## src/hw/sbsr_pkg.sv

```systemverilog
// package for the status byte and service request block
// assumes one system clock; no bus, registers reached through command strobes
package sbsr_pkg;
	// ==========================================
	// bit positions of the status byte
	localparam int SBSR_BIT_TIMEOUT = 0;
	localparam int SBSR_BIT_BUS_ERR = 1;
	localparam int SBSR_BIT_OMA = 4;
	localparam int SBSR_BIT_EVENT_SUM = 5;
	localparam int SBSR_BIT_SUMMARY = 6;
	localparam logic [7:0] SBSR_MASK_RESET = 8'h00;
	localparam logic [7:0] SBSR_BYTE_ZERO = 8'h00;
	// ==========================================
	// query answer kinds
	typedef enum logic [1:0] {
		SBSR_ANS_NONE,
		SBSR_ANS_STATUS,
		SBSR_ANS_POLL,
		SBSR_ANS_MASK
	} sbsr_ans_t;
	// ==========================================
	// command group from the parser
	typedef struct packed {
		logic mask_write;
		logic [7:0] mask_data;
		logic status_query;
		logic mask_query;
		logic serial_poll;
	} sbsr_cmd_t;
	// answer group back to the parser
	typedef struct packed {
		logic valid;
		sbsr_ans_t kind;
		logic [7:0] data;
	} sbsr_resp_t;
	// whole state of the block
	typedef struct packed {
		logic [7:0] request_enable_mask;
		logic master_summary;
		logic request_service_flag;
		logic srq;
		sbsr_resp_t resp;
	} sbsr_state_t;
endpackage : sbsr_pkg

```

## src/hw/sbsr_top.sv

```systemverilog
// status byte, enable mask, summary and service request of the remote interface
// assumes event inputs and command strobes synchronous to clock_in
`timescale 1ns/10ps
module sbsr_top (
	input wire logic clock_in,
	input wire logic rst_b_in,
	input wire logic [7:0] std_event_in,
	input wire logic [7:0] std_event_enable_in,
	input wire logic queue_not_empty_in,
	input wire logic local_bus_error_flag_in,
	input wire logic local_bus_timeout_flag_in,
	input wire logic gpib_selected_in,
	input wire sbsr_pkg::sbsr_cmd_t cmd_in,
	output sbsr_pkg::sbsr_resp_t resp_out,
	output logic master_summary_out,
	output logic srq_out
);
	import sbsr_pkg::*;

	sbsr_state_t state_reg;
	sbsr_state_t state_next;
	logic [7:0] status_summary_byte;
	logic summary_now;

	// ==========================================
	// status byte assembly; unused positions stay zero
	always_comb begin
		status_summary_byte = SBSR_BYTE_ZERO;
		status_summary_byte[SBSR_BIT_EVENT_SUM] =
			|(std_event_in & std_event_enable_in);
		status_summary_byte[SBSR_BIT_OMA] = queue_not_empty_in;
		status_summary_byte[SBSR_BIT_BUS_ERR] = local_bus_error_flag_in;
		status_summary_byte[SBSR_BIT_TIMEOUT] = local_bus_timeout_flag_in;
		// bit six is never a source, so it cannot feed back into itself
		summary_now = |(status_summary_byte & state_reg.request_enable_mask);
	end

	// ==========================================
	// next state
	always_comb begin
		state_next = state_reg;
		state_next.resp.valid = 1'b0;
		state_next.resp.kind = SBSR_ANS_NONE;
		state_next.resp.data = SBSR_BYTE_ZERO;
		if (cmd_in.mask_write) begin
			state_next.request_enable_mask = cmd_in.mask_data;
		end
		state_next.master_summary = summary_now;
		// a poll clears the flag, but a fresh rising edge in that cycle wins
		if (!summary_now) begin
			state_next.request_service_flag = 1'b0;
		end else if (!state_reg.master_summary) begin
			state_next.request_service_flag = 1'b1;
		end else if (cmd_in.serial_poll) begin
			state_next.request_service_flag = 1'b0;
		end
		state_next.srq = state_next.request_service_flag & gpib_selected_in;
		// answers are binary; decimal text is the parser's job
		if (cmd_in.serial_poll) begin
			state_next.resp.valid = 1'b1;
			state_next.resp.kind = SBSR_ANS_POLL;
			state_next.resp.data = status_summary_byte;
			state_next.resp.data[SBSR_BIT_SUMMARY] = state_reg.request_service_flag;
		end else if (cmd_in.status_query) begin
			state_next.resp.valid = 1'b1;
			state_next.resp.kind = SBSR_ANS_STATUS;
			state_next.resp.data = status_summary_byte;
			state_next.resp.data[SBSR_BIT_SUMMARY] = summary_now;
		end else if (cmd_in.mask_query) begin
			state_next.resp.valid = 1'b1;
			state_next.resp.kind = SBSR_ANS_MASK;
			state_next.resp.data = state_reg.request_enable_mask;
		end
		if (!rst_b_in) begin
			state_next = '0;
			state_next.request_enable_mask = SBSR_MASK_RESET;
		end
	end

	// ==========================================
	// state register
	always_ff @(posedge clock_in) begin
		state_reg <= state_next;
	end

	assign resp_out = state_reg.resp;
	assign master_summary_out = state_reg.master_summary;
	assign srq_out = state_reg.srq;

	// ==========================================
	// checks
	// the summary is the OR of the masked bits seen one edge earlier
	a_summary_follows: assert property (
		@(posedge clock_in) disable iff (!rst_b_in)
		$past(rst_b_in) |-> master_summary_out == |($past(status_summary_byte)
		& $past(state_reg.request_enable_mask))
	) else $error("summary wrong");

	// an all-zero mask hides every status bit from the summary
	a_mask_gates: assert property (
		@(posedge clock_in) disable iff (!rst_b_in)
		state_reg.request_enable_mask == SBSR_BYTE_ZERO |=> !master_summary_out
	) else $error("summary with empty mask");

	// a rising summary must leave the request flag set
	a_flag_rises: assert property (
		@(posedge clock_in) disable iff (!rst_b_in)
		$rose(master_summary_out) |-> state_reg.request_service_flag
	) else $error("request flag not set");

	// a rising summary beats a poll arriving in the same cycle
	a_flag_set_wins: assert property (
		@(posedge clock_in) disable iff (!rst_b_in)
		summary_now && !state_reg.master_summary |=> state_reg.request_service_flag
	) else $error("rising summary lost");

	// no request flag survives a summary at zero
	a_flag_falls: assert property (
		@(posedge clock_in) disable iff (!rst_b_in)
		!master_summary_out |-> !state_reg.request_service_flag
	) else $error("request flag not cleared");

	// a poll on a steady summary clears the flag at the next edge
	a_poll_clears: assert property (
		@(posedge clock_in) disable iff (!rst_b_in)
		cmd_in.serial_poll && state_reg.master_summary && summary_now
		|=> !state_reg.request_service_flag
	) else $error("poll did not clear flag");

	// event summary in answers comes from enabled standard events
	a_event_bit: assert property (
		@(posedge clock_in) disable iff (!rst_b_in)
		resp_out.valid && resp_out.kind != SBSR_ANS_MASK
		|-> resp_out.data[SBSR_BIT_EVENT_SUM]
		== |($past(std_event_in) & $past(std_event_enable_in))
	) else $error("event summary bit wrong");

	// message bit in answers follows the queue one edge earlier
	a_message_bit: assert property (
		@(posedge clock_in) disable iff (!rst_b_in)
		resp_out.valid && resp_out.kind != SBSR_ANS_MASK
		|-> resp_out.data[SBSR_BIT_OMA] == $past(queue_not_empty_in)
	) else $error("message bit wrong");

	// local bus flags sit at bits one and zero
	a_error_bits: assert property (
		@(posedge clock_in) disable iff (!rst_b_in)
		resp_out.valid && resp_out.kind != SBSR_ANS_MASK
		|-> resp_out.data[SBSR_BIT_BUS_ERR] == $past(local_bus_error_flag_in)
		&& resp_out.data[SBSR_BIT_TIMEOUT] == $past(local_bus_timeout_flag_in)
	) else $error("local bus bits wrong");

	// unused positions of a status or poll answer stay zero
	a_unused_zero: assert property (
		@(posedge clock_in) disable iff (!rst_b_in)
		resp_out.valid && resp_out.kind != SBSR_ANS_MASK |-> resp_out.data[7] == 1'b0
		&& resp_out.data[3:2] == 2'b00
	) else $error("unused bit set");

	// a write lands in the mask at the taking edge
	a_mask_write: assert property (
		@(posedge clock_in) disable iff (!rst_b_in)
		cmd_in.mask_write |=> state_reg.request_enable_mask == $past(cmd_in.mask_data)
	) else $error("mask write lost");

	// a mask query right after a write echoes the written byte
	a_mask_echo: assert property (
		@(posedge clock_in) disable iff (!rst_b_in)
		cmd_in.mask_write ##1 (cmd_in.mask_query && !cmd_in.mask_write
		&& !cmd_in.status_query && !cmd_in.serial_poll)
		|=> resp_out.data == $past(cmd_in.mask_data, 2)
	) else $error("mask echo");

	// every reset cycle leaves the mask at its reset value
	a_mask_reset: assert property (
		@(posedge clock_in)
		!rst_b_in |=> state_reg.request_enable_mask == SBSR_MASK_RESET
	) else $error("mask not cleared");

	// without a write the mask holds its value
	a_mask_hold: assert property (
		@(posedge clock_in) disable iff (!rst_b_in)
		!cmd_in.mask_write |=> $stable(state_reg.request_enable_mask)
	) else $error("mask changed without write");

	// a status answer carries the summary taken at the same edge
	a_status_summary: assert property (
		@(posedge clock_in) disable iff (!rst_b_in)
		resp_out.valid && resp_out.kind == SBSR_ANS_STATUS
		|-> resp_out.data[SBSR_BIT_SUMMARY] == master_summary_out
	) else $error("status summary bit wrong");

	// a status query on a steady summary leaves the mask and the request flag unchanged
	a_query_nonclear: assert property (
		@(posedge clock_in) disable iff (!rst_b_in)
		cmd_in.status_query && !cmd_in.serial_poll && !cmd_in.mask_write
		&& summary_now == state_reg.master_summary
		|=> $stable(state_reg.request_enable_mask)
		&& $stable(state_reg.request_service_flag)
	) else $error("query changed state");

	// a poll answer carries the flag as it stood before the poll
	a_poll_flag: assert property (
		@(posedge clock_in) disable iff (!rst_b_in)
		resp_out.valid && resp_out.kind == SBSR_ANS_POLL
		|-> resp_out.data[SBSR_BIT_SUMMARY] == $past(state_reg.request_service_flag)
	) else $error("poll flag bit wrong");

	// no service request while another interface is selected
	a_srq_gpib: assert property (
		@(posedge clock_in) disable iff (!rst_b_in)
		!gpib_selected_in |=> !srq_out
	) else $error("srq off the gpib port");

	// the service request never stands without the flag
	a_srq_follows: assert property (
		@(posedge clock_in) disable iff (!rst_b_in)
		srq_out |-> state_reg.request_service_flag
	) else $error("srq without flag");

	// a set flag with the gpib port selected drives the request
	a_srq_set: assert property (
		@(posedge clock_in) disable iff (!rst_b_in)
		state_reg.request_service_flag && $past(gpib_selected_in) |-> srq_out
	) else $error("flag without srq");
endmodule : sbsr_top

```

## config.mk

```make
export PLATFORM = sky130hd
export DESIGN_NAME = sbsr_top
export DESIGN_NICKNAME = d
export VERILOG_FILES = /design/src/hw/sbsr_pkg.sv /design/src/hw/sbsr_top.sv
export SDC_FILE = /design/constraint.sdc
export NUM_CORES = 1
export LEC_CHECK = 0
export BUFFER_PORTS_ARGS = -buffer_cell sky130_fd_sc_hd__buf_4
export CORE_UTILIZATION = 48
export CTS_CLUSTER_SIZE = 40
export DETAILED_ROUTE_END_ITERATION = 8
export PLACE_DENSITY_LB_ADDON = 0.15
export SYNTH_ARGS = -nofsm -noshare
export SYNTH_HDL_FRONTEND = slang
export SYNTH_SLANG_ARGS = --single-unit
```

## constraint.sdc

```tcl
create_clock -name clock_in -period 2.6 [get_ports clock_in]
set_input_delay 0.52 -clock clock_in [delete_from_list [all_inputs] [get_ports clock_in]]
set_output_delay 0.52 -clock clock_in [all_outputs]
set_load 0.03 [all_outputs]
```

==> results of run 1 <==
[routing by layer]
metal	global-route usage (%)	vias up	wire [um]
li1	-	395	-
met5	0	-	0
met2	35.6	33	1040
met4	5.14	0	10
met1	21.9	356	817
met3	5.77	2	102
[tightest hold or removal path, stage by stage]
cell and delay (ps):
buf_4 70, mux2i_1 50, nor2b_1 90
[cell usage in the layout, fill, tap and decap left out, drive strengths merged]
cell type / n
and4: 3
nor2: 1
o211a: 1
nor2b: 12
o211ai: 1
a222oi: 1
o31a: 1
or2: 1
dfxtp: 22
o21ai: 1
inv: 2
o221ai: 1
nand2b: 1
o41ai: 2
a22o: 4
nand3: 1
and3: 1
mux2i: 8
clkbuf: 4
a21oi: 3
and2: 1
a31oi: 3
o21a: 3
a21boi: 3
buf: 46
[how the worst max path moves through the flow]
| stage | start | to | cells past startpoint |
|---|---|---|---|
| final | master_summary_out$_SDFF_PN0_ | master_summary_out | 1 |
| after global routing | master_summary_out$_SDFF_PN0_ | master_summary_out | 1 |
| after CTS | master_summary_out$_SDFF_PN0_ | master_summary_out | 1 |
| after detailed placement | std_event_in[3] | master_summary_out$_SDFF_PN0_ | 4 |
| after global placement | local_bus_timeout_flag_in | resp_out[6]$_SDFF_PN0_ | 4 |
| after floorplan | std_event_in[3] | srq_out$_SDFF_PN0_ | 3 |
[cells by family after synthesis]
| group | Yosys count | synth area share (%) |
|---|---|---|
| buffers and inverters | 18 | 11.4 |
| DFF | 22 | 45.4 |
| muxes | 8 | 8.26 |
| AOI/OAI and AO/OA | 24 | 20.8 |
| and+or+nand+nor | 21 | 14.2 |
[power by group through the flow]
stage | Combinational, uW | Sequential [uW] | Clock (uW)
2_1_floorplan | 81.9 | 374 | 0
3_3_place_gp | 134 | 372 | 0
3_5_place_dp | 138 | 373 | 0
4_1_cts | 138 | 365 | 187
5_1_grt | 148 | 368 | 200
6_report | 138 | 365 | 180
[through the flow]
| step | area [um2] | hold WS, ps | util, % | total power [uW] | setup slack (ps) |
|---|---|---|---|---|---|
| floorplan | 970 | 465 | - | 456 | 1200 |
| global placement | 1240 | 486 | 69.0 | 506 | 1020 |
| detailed placement | 1240 | 489 | 69.0 | 511 | 976 |
| CTS | 1280 | 462 | 71.0 | 690 | 1250 |
| global route | 1280 | 469 | 71.0 | 716 | 1200 |
| finish | 1280 | 466 | 71.0 | 683 | 1260 |
[layout make-up]
class | instances | area (um2)
clock buffer | 4 | 36.3
fill | 156 | 522
inverter | 2 | 7.51
multi-input combinational | 53 | 419
sequential | 22 | 440
tap | 25 | 31.3
timing repair buffer | 46 | 345
==> summary.md, run 1 <==
| Metric | Value |
|---|---|
| Final Hold Fails | 0 |
| Vias in the first global route | 740 |
| Hold_buf cts | 0 |
| CTS clock-pin slew for the worst setup and hold paths | 110 ps |
| PortBufs | 46 |
| Die Y | 46.9 um |
| I/O pin count | 47 |
| Via Count | 786 |
| Final setup TNS | 0 ps |
| Crit path capture type | output port |
| Worst Hold Path Cells | 3 |
| CORE AREA | 1800 um2 |
| Comb pwr share | 20.2% |
| PwrDens | 534 nW/um2 |
| Post-Syn Instances | 93 |
| Initial DRC count | 13 |
| H-tree Lvls | 1 |
| Slew @ Worst Pin | 584 ps |
| Highest clock rate | 745 MHz |
| Clock share of power | 26.4% |
| Peak supply drop | 0.000474 V |
| Clock latency on the worst-skew pair | 300 ps |
| FFs w/ async S/R, synth | 0% |
| Pint | 514 uW |
| Die width | 46.9 um |
| Post-synth top cells | dfxtp_1, nor2b_1, buf_4 |
| RR Endpoint | resp_out[6]$_SDFF_PN0_ |
| Unrepaired setup endpoints after global routing | no |
| CTS resizes | 0 |
| Reg-to-reg critical path startpoint | state_reg[14]$_SDFFE_PN0P_ |
| WP data arrival | 820 ps |
| Final setup fails | 0 |
| Cell with the most instances after synthesis | dfxtp_1 |
| GRT Total Usage | 19.4% |
| Mean Syn Cell Area | 10.4 um2 |
| Die area | 2200 um2 |
| Routed wire length per instance | 12.9 um |
| Antenna Cells | 0 |
| Post-DRT Antenna Nets | 0 |
| Leak | 0.000595 uW |
| Layout area overhead | 32.0% |
| WS Path Type | reg -> out |
| Vias per cell | 5.17 |
| Reg2reg path depth | 3 |
| Crit-path slowest cell | dfxtp_1 |
| Mapped Nets | 127 |
| Grt total ovfl | 0 |
| Flops & latches, synth | 22 |
| Worst min-delay path class | in -> reg |
| Num CTS Buffers | 3 |
| Final Skew | 3.86 ps |
| NetSw | 170 uW |
| Num rows | 15 |
| Sequential Power Share | 53.5% |
| CP bufs+invs | 1 |
| Post-CTS setup buffer count | 0 |
| CTS sink count | 22 |
| WP data required | 2080 ps |
| CP cell instances | buf_4 |
| Post-synth top flop | dfxtp_1 |
| RD Place Congestion | 0.689 |
| CTS tree | yes |
| Status | completed |
| Dpl cells | 148 |
| Synth top area share | 45.4% |
| DRC | 0 |
| Synth cell types | 29 |
| Largest net degree at the start of global routing | 23 |
| Post-Route WL | 1970 um |
| Worst setup SP type | flop |
| Synth area leader | dfxtp_1 |
| Top Family by Delay on Critical Path | flip-flops |
| Net Sw Frac | 24.8% |
| Post-synthesis sequential area ratio | 45.4% |
| Synth warnings | 0 |
| Max-Cap Viols | 0 |
| Post-synth EDFFs | 0 |
| Hold endpoint | state_reg[21]$_SDFFE_PN0P_ |
| Dpl hpwl | 1570 um |
| Drt pass-1 iters | 5 |
| Final min period | 1340 ps |
| Final worst-path cycle share | 51.6% |
| Initial Util | 53.8% |
| Clock Path Buffers | 2 |
| CP peak stage delay | 360 ps |
| Mapped Area | 970 um2 |
| Max Slew Vio Count | 0 |
| CP Max Fanout | 2 |
| Final net count | 162 |
| Max_slew headroom | 61.0% |
| Share of cells above drive strength 1 | 42.5% |
| Number of flip-flops in the largest register | 11 |
| Initial antenna violation count | 0 |
| Final Non-Filler Cells | 152 |
| Reg-to-reg slack, setup | 1290 ps |
| Min-delay src | cmd_in[10] |
| First-pass GRT wire length | 3020 um |
| Synth top area cells | dfxtp_1, buf_4, mux2i_1 |
| CTS Root Cell | clkbuf_4 |
No activity file was read; power rests on OpenSTA's default activity.
==> run 2, diff against run 1 <==
--- a/config.mk
+++ b/config.mk
@@ -5,8 +5,9 @@
 export SDC_FILE = /design/constraint.sdc
 export NUM_CORES = 1
 export LEC_CHECK = 0
+export ABC_AREA = 1
 export BUFFER_PORTS_ARGS = -buffer_cell sky130_fd_sc_hd__buf_4
-export CORE_UTILIZATION = 48
+export CORE_UTILIZATION = 39
 export CTS_CLUSTER_SIZE = 40
 export DETAILED_ROUTE_END_ITERATION = 8
 export PLACE_DENSITY_LB_ADDON = 0.15
==> constraint.sdc (replaced) <==
create_clock -name clock_in -period 1.15 [get_ports clock_in]
set_input_delay 0.23 -clock clock_in [delete_from_list [all_inputs] [get_ports clock_in]]
set_output_delay 0.23 -clock clock_in [all_outputs]
set_load 0.03 [all_outputs]
==> summary.md, run 2 <==
| Metric | Value |
|---|---|
| Mean Syn Cell Area | 7.89 um2 |
| First-pass GRT wire length | 2790 um |
| Final Skew | 2.18 ps |
| Initial DRC count | 2 |
| Worst min-delay path class | in -> reg |
| PortBufs | 46 |
| CTS clock-pin slew for the worst setup and hold paths | 110 ps |
| Routed wire length per instance | 9.54 um |
| Final worst-path cycle share | 90.6% |
| Worst setup SP type | flop |
| Initial Util | 41.1% |
| CORE AREA | 2190 um2 |
| GRT Total Usage | 14.8% |
| Synth cell types | 18 |
| Reg-to-reg slack, setup | 240 ps |
| Die width | 50.0 um |
| Clock latency on the worst-skew pair | 290 ps |
| Final Hold Fails | 0 |
| Post-Syn Instances | 114 |
| Unrepaired setup endpoints after global routing | no |
| Synth top area share | 49.0% |
| I/O pin count | 47 |
| Dpl hpwl | 1340 um |
| Mapped Nets | 148 |
| Final min period | 1040 ps |
| Clock Path Buffers | 2 |
| Max_slew headroom | 84.9% |
| CP Max Fanout | 2 |
| Final net count | 186 |
| RR Endpoint | srq_out$_SDFF_PN0_ |
| Reg2reg path depth | 6 |
| Post-Route WL | 1700 um |
| Vias per cell | 4.44 |
| Post-synth top flop | dfxtp_1 |
| CTS tree | yes |
| PwrDens | 1210 nW/um2 |
| Largest net degree at the start of global routing | 16 |
| CP cell instances | buf_4 |
| CP peak stage delay | 360 ps |
| Cell with the most instances after synthesis | nand2_1 |
| DRC | 0 |
| Peak supply drop | 0.000590 V |
| Commonest non-fill, non-tap cell in the layout | buf_4 |
| Post-DRT Antenna Nets | 0 |
| Post-placement cell area | 1190 um2 |
| FFs w/ async S/R, synth | 0% |
| Highest clock rate | 959 MHz |
| Num CTS Buffers | 3 |
| Synth area leader | dfxtp_1 |
| Die Y | 50.0 um |
| Worst Hold Path Cells | 2 |
| WS Path Type | reg -> out |
| Post-synthesis sequential area ratio | 49.0% |
| Crit path capture type | output port |
| Via Count | 791 |
| Status | completed |
| Reg-to-reg critical path startpoint | state_reg[15]$_SDFFE_PN0P_ |
| Mapped Area | 900 um2 |
| Grt total ovfl | 0 |
| Hold_buf cts | 0 |
| WP data arrival | 810 ps |
| Post-synth top cells | nand2_1, dfxtp_1, buf_4, inv_1, a21oi_1 |
| Min-delay src | cmd_in[0] |
| Finished Cell Area | 1210 um2 |
| Die area | 2500 um2 |
| Drt pass-1 iters | 2 |
| Final core utilization | 55.2% |
| Vias in the first global route | 686 |
| WP data required | 920 ps |
| H-tree Lvls | 1 |
| Layout area overhead | 34.5% |
| CTS Root Cell | clkbuf_4 |
| Leak | 0.000595 uW |
| Post-synth EDFFs | 0 |
| Antenna Cells | 0 |
| Share of cells above drive strength 1 | 38.7% |
| Hold endpoint | resp_out[8]$_SDFF_PP0_ |
| Post-CTS setup buffer count | 0 |
| Synth warnings | 0 |
| CP bufs+invs | 1 |
| CTS resizes | 0 |
| Max-Cap Viols | 0 |
| Synth top area cells | dfxtp_1, nand2_1, buf_4 |
| Slew @ Worst Pin | 227 ps |
| Number of fill cells | 206 |
| CTS sink count | 22 |
| Max Slew Vio Count | 0 |
| Flops & latches, synth | 22 |
| Num rows | 17 |
| Initial antenna violation count | 0 |
| Top Family by Delay on Critical Path | flip-flops |
| Number of flip-flops in the largest register | 11 |
| Final setup fails | 0 |
| RD Place Congestion | 0.691 |
| Final setup TNS | 0 ps |
| Commonest cells after routing, fill and taps aside | buf_4, nand2_1, dfxtp_1, inv_1, a21oi_1 |
| Crit-path slowest cell | dfxtp_1 |
run 2: changes by cell type after synthesis, moves of 4 or more:
cell	previous run	this run
o21ai_0	1	7
mux2i_1	8	0
clkbuf_1	4	0
nor2b_1	12	0
nand2_1	0	24
nor2_1	0	9
o21ai_1	0	6
a21oi_1	3	10
inv_1	2	11
run 2: worst max-delay path by stage:
stage                                        startpoint                     end  slack, ps  cells after the start
final                     master_summary_out$_SDFF_PN0_      master_summary_out        110                      1
after global routing      master_summary_out$_SDFF_PN0_      master_summary_out         50                      1
after CTS                 master_summary_out$_SDFF_PN0_      master_summary_out         90                      1
after detailed placement                std_event_in[3]  resp_out[6]$_SDFF_PN0_        140                      9
after global placement                  std_event_in[3]      srq_out$_SDFF_PN0_        160                      9
after floorplan           master_summary_out$_SDFF_PN0_      srq_out$_SDFF_PN0_        320                      3
run 2: final cells by class:
| type | count | area [um2] | area share [%] |
|---|---|---|---|
| clock buffer | 3 | 22.5 | 1.86 |
| inverter | 12 | 45.0 | 3.72 |
| multi-input combinational | 67 | 322 | 26.6 |
| sequential | 22 | 440 | 36.4 |
| tap | 28 | 35.0 | 2.90 |
| timing repair buffer | 46 | 345 | 28.5 |
run 2: per-layer routing:
| layer | global-route usage (%) | up-vias | part of all wire (%) |
|---|---|---|---|
| li1 | - | 423 | - |
| met1 | 17.4 | 334 | 45 |
| met2 | 24.4 | 32 | 48 |
| met3 | 3.09 | 2 | 6.4 |
| met4 | 8.10 | 0 | 0.88 |
| met5 | 0 | - | 0 |
run 2: kinds of logic after synthesis:
family / count (synthesis) / synth area share (%)
and+or+nand+nor: 40 / 19.5
AOI/OAI and AO/OA: 27 / 16.3
buffers and inverters: 25 / 15.3
DFF: 22 / 49.0
run 2: where the power goes:
part | switching [uW] | internal (uW)
registers | 18.3 | 810
logic | 158 | 145
clock network | 209 | 122
run 2: stage by stage:
stage                     hold WS [ps]  setup slack [ps]  total power (uW)  cells
after detailed placement           432               137              1150    175
after global placement             425               157              1150    175
final                              135               108              1460    178
after floorplan                    308               325              1030    114
after CTS                          127              90.8              1480    178
after global routing               120              49.2              1540    178
run 2: worst reg2reg max path: stages, from the launching register on:
cell and delay, ps:
dfxtp_1 330, nand2_1 50, nand2_1 60, a21oi_2 160
nand2_2 100, nand3_1 70, nor2_1 40
